`src/rtl/irq_prio_pkg.sv`:
```
// package of constants for the interrupt priority register bank
// assumes a 32-bit word-addressed register port with byte addresses
package irq_prio_pkg;

  // ---------------------------------------------------------------
  // register byte addresses
  // ---------------------------------------------------------------
  localparam logic [31:0] GROUP0_ADDR = 32'hE000_E400;
  localparam logic [31:0] GROUP1_ADDR = 32'hE000_E404;
  localparam logic [31:0] GROUP2_ADDR = 32'hE000_E408;
  localparam logic [31:0] GROUP3_ADDR = 32'hE000_E40C;
  localparam logic [31:0] GROUP6_ADDR = 32'hE000_E418;
  localparam logic [31:0] GROUP7_ADDR = 32'hE000_E41C;

  // word indices of the groups, source number = 4 * word + lane
  localparam logic [2:0] GROUP0_IDX = 3'h0;
  localparam logic [2:0] GROUP1_IDX = 3'h1;
  localparam logic [2:0] GROUP2_IDX = 3'h2;
  localparam logic [2:0] GROUP3_IDX = 3'h3;
  localparam logic [2:0] GROUP6_IDX = 3'h6;
  localparam logic [2:0] GROUP7_IDX = 3'h7;

  // ---------------------------------------------------------------
  // field layout
  // ---------------------------------------------------------------
  localparam int SRC_COUNT = 32;
  localparam int LANES_PER_WORD = 4;
  localparam int LANE_W = 8;
  localparam int LEVEL_W = 2;
  localparam int LEVEL_LSB = 6;
  // sources that own a priority field; the rest read zero, ignore writes
  localparam logic [31:0] IMPL_MASK = 32'hFF00_FF3B;
  // low six bits of each lane are hard zero
  localparam logic [31:0] LANE_ZERO_MASK = 32'h3F3F_3F3F;

  // ---------------------------------------------------------------
  // reset values
  // ---------------------------------------------------------------
  localparam logic [1:0] LEVEL_RESET = 2'h0;
  localparam logic [31:0] RDATA_RESET = 32'h0000_0000;

endpackage : irq_prio_pkg

```
`src/rtl/irq_priority_register_bank.sv`:
```
// priority register bank and request selector for the peripheral interrupts
// assumes a same-clock register port master and same-clock pending/enable
// vectors from the surrounding controller logic
//
// Functional notes
// - each priority word carries four sources, one per byte lane
// - every source that owns a field (IMPL_MASK) has a two-bit level, one of four values
// - level zero is most urgent, level three least urgent
// - low six bits of every lane ignore writes and read zero
// - word zero: serial port 0 at 7:6, port 1 at 15:14, async port 0 at 31:30
// - word one: async port 1 at 7:6, async port 2 at 15:14, rest reserved
// - word two: two-wire, state timer, multirate timer, comparator lanes
// - word three: watchdog, brownout, nvm controller, wakeup timer lanes
// - word six: pin events 0 to 3 in lanes 0 to 3
// - word seven: pin events 4 to 7 in lanes 0 to 3
`timescale 1ns/100ps

module irq_priority_register_bank (
  input wire logic sys_clk_i,
  input wire logic rst_n_i,
  input wire logic [31:0] addr_i,
  input wire logic [31:0] wdata_i,
  input wire logic wr_i,
  input wire logic rd_i,
  output logic [31:0] rdata_o,
  input wire logic [31:0] irq_pending_i,
  input wire logic [31:0] irq_enable_i,
  output logic irq_req_valid_o,
  output logic [4:0] irq_req_num_o,
  output logic [1:0] irq_req_level_o,
  output logic [1:0] serial_port0_level_o,
  output logic [1:0] serial_port1_level_o,
  output logic [1:0] async_port0_level_o,
  output logic [1:0] async_port1_level_o,
  output logic [1:0] async_port2_level_o,
  output logic [1:0] two_wire_level_o,
  output logic [1:0] state_timer_level_o,
  output logic [1:0] multirate_timer_level_o,
  output logic [1:0] comparator_level_o,
  output logic [1:0] watchdog_level_o,
  output logic [1:0] brownout_level_o,
  output logic [1:0] nvm_controller_level_o,
  output logic [1:0] wakeup_timer_level_o,
  output logic [1:0] pin_event0_level_o,
  output logic [1:0] pin_event1_level_o,
  output logic [1:0] pin_event2_level_o,
  output logic [1:0] pin_event3_level_o,
  output logic [1:0] pin_event4_level_o,
  output logic [1:0] pin_event5_level_o,
  output logic [1:0] pin_event6_level_o,
  output logic [1:0] pin_event7_level_o
);

  // ---------------------------------------------------------------
  // state
  // ---------------------------------------------------------------
  typedef logic [irq_prio_pkg::SRC_COUNT-1:0][irq_prio_pkg::LEVEL_W-1:0] level_array_t;

  typedef struct packed {
    level_array_t levels;
    logic [31:0] rdata;
    logic req_valid;
    logic [4:0] req_num;
    logic [1:0] req_level;
  } state_t;

  localparam state_t STATE_RESET = '{
    levels: {irq_prio_pkg::SRC_COUNT{irq_prio_pkg::LEVEL_RESET}},
    rdata: irq_prio_pkg::RDATA_RESET,
    req_valid: 1'b0,
    req_num: 5'h00,
    req_level: irq_prio_pkg::LEVEL_RESET
  };

  state_t state;
  state_t next_state;

  // ---------------------------------------------------------------
  // functions
  // ---------------------------------------------------------------
  // {hit, word index}; only the six documented words answer
  function automatic logic [3:0] decode_word(input logic [31:0] addr);
    logic [3:0] r;
    r = 4'h0;
    case (addr)
      irq_prio_pkg::GROUP0_ADDR: r = {1'b1, irq_prio_pkg::GROUP0_IDX};
      irq_prio_pkg::GROUP1_ADDR: r = {1'b1, irq_prio_pkg::GROUP1_IDX};
      irq_prio_pkg::GROUP2_ADDR: r = {1'b1, irq_prio_pkg::GROUP2_IDX};
      irq_prio_pkg::GROUP3_ADDR: r = {1'b1, irq_prio_pkg::GROUP3_IDX};
      irq_prio_pkg::GROUP6_ADDR: r = {1'b1, irq_prio_pkg::GROUP6_IDX};
      irq_prio_pkg::GROUP7_ADDR: r = {1'b1, irq_prio_pkg::GROUP7_IDX};
      default: r = 4'h0;
    endcase
    return r;
  endfunction : decode_word

  // assemble one word; unowned fields and low lane bits stay zero
  function automatic logic [31:0] read_word(input level_array_t lv, input logic [2:0] w);
    logic [31:0] r;
    logic [4:0] idx;
    r = 32'h0000_0000;
    idx = 5'h00;
    for (int k = 0; k < irq_prio_pkg::LANES_PER_WORD; k++) begin
      idx = {w, 2'(k)};
      if (irq_prio_pkg::IMPL_MASK[idx]) begin
        r[k*irq_prio_pkg::LANE_W+irq_prio_pkg::LEVEL_LSB +: irq_prio_pkg::LEVEL_W] = lv[idx];
      end
    end
    return r;
  endfunction : read_word

  // {found, number, level}; strict less-than keeps the lower number on a tie
  function automatic logic [7:0] pick_best(input logic [31:0] cand, input level_array_t lv);
    logic found;
    logic [4:0] num;
    logic [1:0] lvl;
    found = 1'b0;
    num = 5'h00;
    lvl = 2'h3;
    for (int i = 0; i < irq_prio_pkg::SRC_COUNT; i++) begin
      if (cand[i] && (!found || lv[i] < lvl)) begin
        found = 1'b1;
        num = 5'(i);
        lvl = lv[i];
      end
    end
    return {found, num, lvl};
  endfunction : pick_best

  // ---------------------------------------------------------------
  // next state
  // ---------------------------------------------------------------
  logic [3:0] dec;
  logic [31:0] cand;
  logic [7:0] best;

  always_comb begin
    next_state = state;
    dec = decode_word(addr_i);
    // reserved sources never compete, even if pending
    cand = irq_pending_i & irq_enable_i & irq_prio_pkg::IMPL_MASK;
    best = pick_best(cand, state.levels);
    if (wr_i && dec[3]) begin
      for (int k = 0; k < irq_prio_pkg::LANES_PER_WORD; k++) begin
        // only the two level bits of an owned lane are stored
        if (irq_prio_pkg::IMPL_MASK[{dec[2:0], 2'(k)}]) begin
          next_state.levels[{dec[2:0], 2'(k)}] =
            wdata_i[k*irq_prio_pkg::LANE_W+irq_prio_pkg::LEVEL_LSB +: irq_prio_pkg::LEVEL_W];
        end
      end
    end
    // unmapped reads answer zero; data stands for one cycle only
    next_state.rdata = 32'h0000_0000;
    if (rd_i && dec[3]) begin
      next_state.rdata = read_word(state.levels, dec[2:0]);
    end
    next_state.req_valid = best[7];
    next_state.req_num = best[6:2];
    next_state.req_level = best[1:0];
  end

  always_ff @(posedge sys_clk_i) begin
    if (!rst_n_i) begin
      state <= STATE_RESET;
    end else begin
      state <= next_state;
    end
  end

  // ---------------------------------------------------------------
  // outputs
  // ---------------------------------------------------------------
  assign rdata_o = state.rdata;
  assign irq_req_valid_o = state.req_valid;
  assign irq_req_num_o = state.req_num;
  assign irq_req_level_o = state.req_level;
  assign serial_port0_level_o = state.levels[0];
  assign serial_port1_level_o = state.levels[1];
  assign async_port0_level_o = state.levels[3];
  assign async_port1_level_o = state.levels[4];
  assign async_port2_level_o = state.levels[5];
  assign two_wire_level_o = state.levels[8];
  assign state_timer_level_o = state.levels[9];
  assign multirate_timer_level_o = state.levels[10];
  assign comparator_level_o = state.levels[11];
  assign watchdog_level_o = state.levels[12];
  assign brownout_level_o = state.levels[13];
  assign nvm_controller_level_o = state.levels[14];
  assign wakeup_timer_level_o = state.levels[15];
  assign pin_event0_level_o = state.levels[24];
  assign pin_event1_level_o = state.levels[25];
  assign pin_event2_level_o = state.levels[26];
  assign pin_event3_level_o = state.levels[27];
  assign pin_event4_level_o = state.levels[28];
  assign pin_event5_level_o = state.levels[29];
  assign pin_event6_level_o = state.levels[30];
  assign pin_event7_level_o = state.levels[31];

  // ---------------------------------------------------------------
  // checks
  // ---------------------------------------------------------------
  logic [31:0] cand_q;
  logic better_seen;

  always_ff @(posedge sys_clk_i) begin
    if (!rst_n_i) begin
      cand_q <= 32'h0000_0000;
    end else begin
      cand_q <= cand;
    end
  end

  // any earlier candidate that should have beaten the presented one
  always_comb begin
    better_seen = 1'b0;
    for (int i = 0; i < irq_prio_pkg::SRC_COUNT; i++) begin
      if (cand_q[i] && (state.levels[i] < state.req_level ||
          (state.levels[i] == state.req_level && 5'(i) < state.req_num))) begin
        better_seen = 1'b1;
      end
    end
  end

  chk_word0_write: assert property (@(posedge sys_clk_i) disable iff (!rst_n_i)
    wr_i && addr_i == irq_prio_pkg::GROUP0_ADDR |=>
      serial_port0_level_o == $past(wdata_i[7:6]) &&
      serial_port1_level_o == $past(wdata_i[15:14]) &&
      async_port0_level_o == $past(wdata_i[31:30]))
    else $error("word zero write not stored in its lanes");

  chk_word1_write: assert property (@(posedge sys_clk_i) disable iff (!rst_n_i)
    wr_i && addr_i == irq_prio_pkg::GROUP1_ADDR |=>
      async_port1_level_o == $past(wdata_i[7:6]) &&
      async_port2_level_o == $past(wdata_i[15:14]))
    else $error("word one write not stored in its lanes");

  chk_word2_write: assert property (@(posedge sys_clk_i) disable iff (!rst_n_i)
    wr_i && addr_i == irq_prio_pkg::GROUP2_ADDR |=>
      two_wire_level_o == $past(wdata_i[7:6]) &&
      state_timer_level_o == $past(wdata_i[15:14]) &&
      multirate_timer_level_o == $past(wdata_i[23:22]) &&
      comparator_level_o == $past(wdata_i[31:30]))
    else $error("word two write not stored in its lanes");

  chk_word3_write: assert property (@(posedge sys_clk_i) disable iff (!rst_n_i)
    wr_i && addr_i == irq_prio_pkg::GROUP3_ADDR |=>
      watchdog_level_o == $past(wdata_i[7:6]) &&
      brownout_level_o == $past(wdata_i[15:14]) &&
      nvm_controller_level_o == $past(wdata_i[23:22]) &&
      wakeup_timer_level_o == $past(wdata_i[31:30]))
    else $error("word three write not stored in its lanes");

  chk_word6_write: assert property (@(posedge sys_clk_i) disable iff (!rst_n_i)
    wr_i && addr_i == irq_prio_pkg::GROUP6_ADDR |=>
      {pin_event3_level_o, pin_event2_level_o, pin_event1_level_o, pin_event0_level_o} ==
      {$past(wdata_i[31:30]), $past(wdata_i[23:22]), $past(wdata_i[15:14]),
       $past(wdata_i[7:6])})
    else $error("word six write not stored in its lanes");

  chk_word7_write: assert property (@(posedge sys_clk_i) disable iff (!rst_n_i)
    wr_i && addr_i == irq_prio_pkg::GROUP7_ADDR |=>
      {pin_event7_level_o, pin_event6_level_o, pin_event5_level_o, pin_event4_level_o} ==
      {$past(wdata_i[31:30]), $past(wdata_i[23:22]), $past(wdata_i[15:14]),
       $past(wdata_i[7:6])})
    else $error("word seven write not stored in its lanes");

  chk_lane_zero: assert property (@(posedge sys_clk_i) disable iff (!rst_n_i)
    (rdata_o & irq_prio_pkg::LANE_ZERO_MASK) == 32'h0000_0000)
    else $error("low lane bits read back nonzero");

  chk_read_lanes: assert property (@(posedge sys_clk_i) disable iff (!rst_n_i)
    rd_i && addr_i == irq_prio_pkg::GROUP2_ADDR |=>
      rdata_o == {comparator_level_o, 6'h00, multirate_timer_level_o, 6'h00,
                  state_timer_level_o, 6'h00, two_wire_level_o, 6'h00})
    else $error("word two readback does not match its levels");

  chk_reserved_lanes: assert property (@(posedge sys_clk_i) disable iff (!rst_n_i)
    rd_i && addr_i == irq_prio_pkg::GROUP1_ADDR |=> rdata_o[31:16] == 16'h0000)
    else $error("reserved lanes of word one read nonzero");

  chk_reset_levels: assert property (@(posedge sys_clk_i)
    !rst_n_i |=> state.levels == '0 && !irq_req_valid_o && rdata_o == 32'h0000_0000)
    else $error("levels not zero after reset");

  // gated on the sampled reset: the release edge still loads reset values
  chk_arb_valid: assert property (@(posedge sys_clk_i) disable iff (!rst_n_i)
    rst_n_i |=> irq_req_valid_o == (|$past(cand)))
    else $error("request valid does not follow enabled pending sources");

  chk_arb_member: assert property (@(posedge sys_clk_i) disable iff (!rst_n_i)
    irq_req_valid_o |-> cand_q[irq_req_num_o])
    else $error("presented source was not a candidate");

  chk_arb_best: assert property (@(posedge sys_clk_i) disable iff (!rst_n_i)
    irq_req_valid_o && !$past(wr_i) |->
      !better_seen && irq_req_level_o == state.levels[irq_req_num_o])
    else $error("presented source is not the most urgent");

endmodule : irq_priority_register_bank

```
`config.mk`:
```
export PLATFORM = sky130hd
export DESIGN_NAME = irq_priority_register_bank
export DESIGN_NICKNAME = d
export VERILOG_FILES = /design/src/rtl/irq_prio_pkg.sv /design/src/rtl/irq_priority_register_bank.sv
export SDC_FILE = /design/constraint.sdc
export NUM_CORES = 1
export LEC_CHECK = 0
export ABC_CLOCK_PERIOD_IN_PS = 7310
export BUFFER_PORTS_ARGS = -buffer_cell sky130_fd_sc_hd__buf_2
export CORE_MARGIN = 1.5
export CORE_UTILIZATION = 35
export CTS_CLUSTER_DIAMETER = 30
export DETAILED_ROUTE_END_ITERATION = 10
export PLACE_DENSITY_LB_ADDON = 0.1
export SLEW_MARGIN = 20
export SYNTH_ARGS = -nofsm -noshare
export SYNTH_HDL_FRONTEND = slang
export SYNTH_SLANG_ARGS = --single-unit
```
`constraint.sdc`:
```
create_clock -name sys_clk_i -period 7.31 [get_ports sys_clk_i]
set_clock_uncertainty 0.2 [all_clocks]
set_input_delay 2.193 -clock sys_clk_i [delete_from_list [all_inputs] [get_ports sys_clk_i]]
set_output_delay 2.193 -clock sys_clk_i [all_outputs]
set_load 0.03 [all_outputs]
```
==> results.toml <==
[cts]
clk_pin_slew_worst_paths_ns = 0.05
cts_inserted_buffers = 9
clk-insertion-delay-late_ns = 0.33
cts_max_level = 3
cts-resized-gates = 0
clk_path_buf_depth = 2
cts.sinks = 58
post_cts_buffers = 0
cts_tree = "yes"
cts_hold_buf = 0
cts_root_buffer = "clkbuf_16"

[sta]
slew_headroom_pct = 38.44
rsz0062_at_grt = "false"
holdWs_ns = 0.3785
min_period_ns = 6.885
finalMaxSlewViolations = 0
hold_viol_final = 0
setup_violations = 0
worst_slack_ns = 0.4252
finalSetupTns_ns = 0
min_period_over_period_pct = 94.18
worstMarginPinSlew_ns = 0.9216
max_freq_mhz = 145.2

[cells_and_area]
num-nets-final = 910
drive_above_1_share_pct = 25.38
utilization_pct = 41.16
diodes = 0
syn2layout_area_growth_pct = 14.48
largest_reg_flops = 8

[synthesis]
ys_top_cells_by_area = "dfxtp_1 22%, buf_4 12%, mux2i_1 11%"
synthesis.area_um2 = 5245
syn_area_per_cell_um2 = 7.702
synth_cell_types = 74
yosysSeqAreaShare_pct = 22.14
synth-simple-area-share_pct = 26.24
async_flop_share_pct = 0
yosysTopAreaCellShare_pct = 22.14
synthTopCellsByCount = "82 x nor2_1, 81 x buf_4, 58 x dfxtp_1, 57 x mux2i_1, 51 x nand2_1"
yosysMostFrequentCell = "nor2_1"
syn_inst = 681
synth-xor-area-share_pct = 0
synthAdderAreaFrac_pct = 1.622
synth_edf_count = 0
synth-compound-area-share_pct = 23.66
ys_ff_latch = 58
synth_top_area_cell = "dfxtp_1"
synth_warnings = 0
synth_top_family_by_area = "simple AND/OR/NAND/NOR gates"
synth_mux_area_share_pct = 11.95
synth_ff_type = "dfxtp_1"

[setup_path]
path_max_fanout = 7
worst_ep_required_time_ns = 7.34
crit_path_end_kind = "flop"
crit_arrival_ns = 6.92
start_kind = "input port"
path_class = "in2reg"

[floorplanning]
fp.dieW_um = 125.4
core_area_um2 = 14590
dieArea_um2 = 15730
num_rows = 44
pin_count = 214
start_util_pct = 35.95
die_y_um = 125.4

[min_path]
hp-class = "reg2reg"

[job]
cap_violations = 0

[route]
drt_first_pass_iters = 7
ant_nets = 0
wl_per_cell_um = 17.61
drc = 0
routed_wl_um = 16980
routed-via-count = 5369
drt-initial-drc-count = 281
viasPerCell = 5.570

[grt]
grt_start_max_net_pins = 47
grt_overflow = 0
grt_pass1_vias = 4979
grt_usage_pct = 21.14
antenna_found_initial = 0
grt_pass1_wl_um = 26790

[run_status]
status = "complete, no violations"

[pwr]
power.density_nw_per_um2 = 148.3
ir_drop_mv = 0.08279
leakagePower_nw = 2.628

[placed_design]
dp_hpwl_um = 13640
place.gp.congestion = 0.8898
dp_slack_ns = 0.1325
io_buffers = 143
## cell type report
class,instances,area (um2)
clock inverters,2,10.01
repair buffers,160,843.3
fillers,1544,8584
flip-flops and latches,58,1161
well taps,184,230.2
inverters,16,60.06
multi-input cells,531,3420
clock buffers,13,280.3
## per-layer routing
metal  vias to the layer above  global-route usage [%]  wire length (um)
li1                       2637                       -                 -
met1                      2558                   28.85              8248
met2                       162                   35.42              7818
met3                        12                   3.124               760
met4                         0                   4.479               150
met5                         -                       0                 0
## path summary, 6_finish.rpt
kind | from | to | slack [ns] | cells past startpoint
setup / recovery | irq_pending_i[5] | irq_req_num_o[0]$_SDFF_PN0_ | 0.43 | 20
hold / removal | pin_event7_level_o[1]$_SDFFE_PN0P_ | pin_event7_level_o[1]$_SDFFE_PN0P_ | 0.38 | 2
setup reg to reg | async_port2_level_o[1]$_SDFFE_PN0P_ | irq_req_num_o[0]$_SDFF_PN0_ | 1.86 | 19
hold reg to reg | pin_event7_level_o[1]$_SDFFE_PN0P_ | pin_event7_level_o[1]$_SDFFE_PN0P_ | 0.38 | 2
## placed cells by master (no fill, tap or decap), types with 6 or more instances in the layout
| cell type | Yosys | layout |
|---|---|---|
| and2_1 | 11 | 11 |
| nor3_1 | 14 | 14 |
| o21ai_0 | 22 | 22 |
| nand3b_1 | 12 | 12 |
| and3b_1 | 9 | 9 |
| inv_1 | 15 | 15 |
| and3_1 | 6 | 6 |
| a22oi_1 | 6 | 6 |
| a211oi_1 | 14 | 14 |
| buf_4 | 81 | 17 |
| a211o_1 | 6 | 6 |
| nand2_1 | 51 | 51 |
| maj3_1 | 6 | 6 |
| a31oi_1 | 12 | 12 |
| a21o_1 | 9 | 9 |
| a21oi_1 | 33 | 33 |
| o21a_1 | 6 | 6 |
| o31ai_1 | 6 | 6 |
| conb_1 | 1 | 24 |
| mux2i_1 | 57 | 57 |
| clkbuf_16 | 0 | 9 |
| nor2b_1 | 6 | 6 |
| o22ai_1 | 8 | 8 |
| nor3b_1 | 6 | 6 |
| nor4_1 | 10 | 10 |
| nand4_1 | 16 | 16 |
| nand3_1 | 15 | 15 |
| buf_2 | 0 | 143 |
| dfxtp_1 | 58 | 58 |
| nor2_1 | 82 | 82 |
## where the power goes
group,internal [mW],total (mW),switching (mW)
combinational,0.0608,0.172,0.111
sequential,0.320,0.321,0.000900
clock,0.262,0.398,0.135
total,0.644,0.891,0.247
## cell families (layout without fill, tap and decap cells)
logic type / count (synthesis) / count (layout)
and+or+nand+nor: 263 / 263
muxes: 62 / 62
adders and majority gates: 8 / 8
buffers and inverters: 115 / 191
DFF: 58 / 58
other: 1 / 24
AOI/OAI and AO/OA: 174 / 174
## critical path, cell delays in order
cell       delay, ns
buf_2           0.11
and3b_1         0.25
or3_4           0.45
or4_4           0.57
buf_4           0.18
o41ai_1         0.48
nand4_1         0.15
a2bb2oi_1       0.15
nand4_1         0.13
a31o_1          0.23
a211oi_2        0.13
o41a_2          0.41
mux2i_1         0.18
ha_1            0.23
nor3_1          0.25
nand2_1         0.08
a21oi_1         0.22
a211oi_4        0.10
and3_1          0.18
a211oi_1        0.24
## stage by stage
step / cell area, um2 / std cells / power [mW]
3_5_place_dp: 5714 / 949 / 0.4984
6_report: 6005 / 964 / 0.8907
2_1_floorplan: 5331 / 704 / 0.4491
3_3_place_gp: 5714 / 949 / 0.4970
4_1_cts: 6005 / 964 / 0.8968
5_1_grt: 6005 / 964 / 0.9299
(Power assumes the default switching activity.)
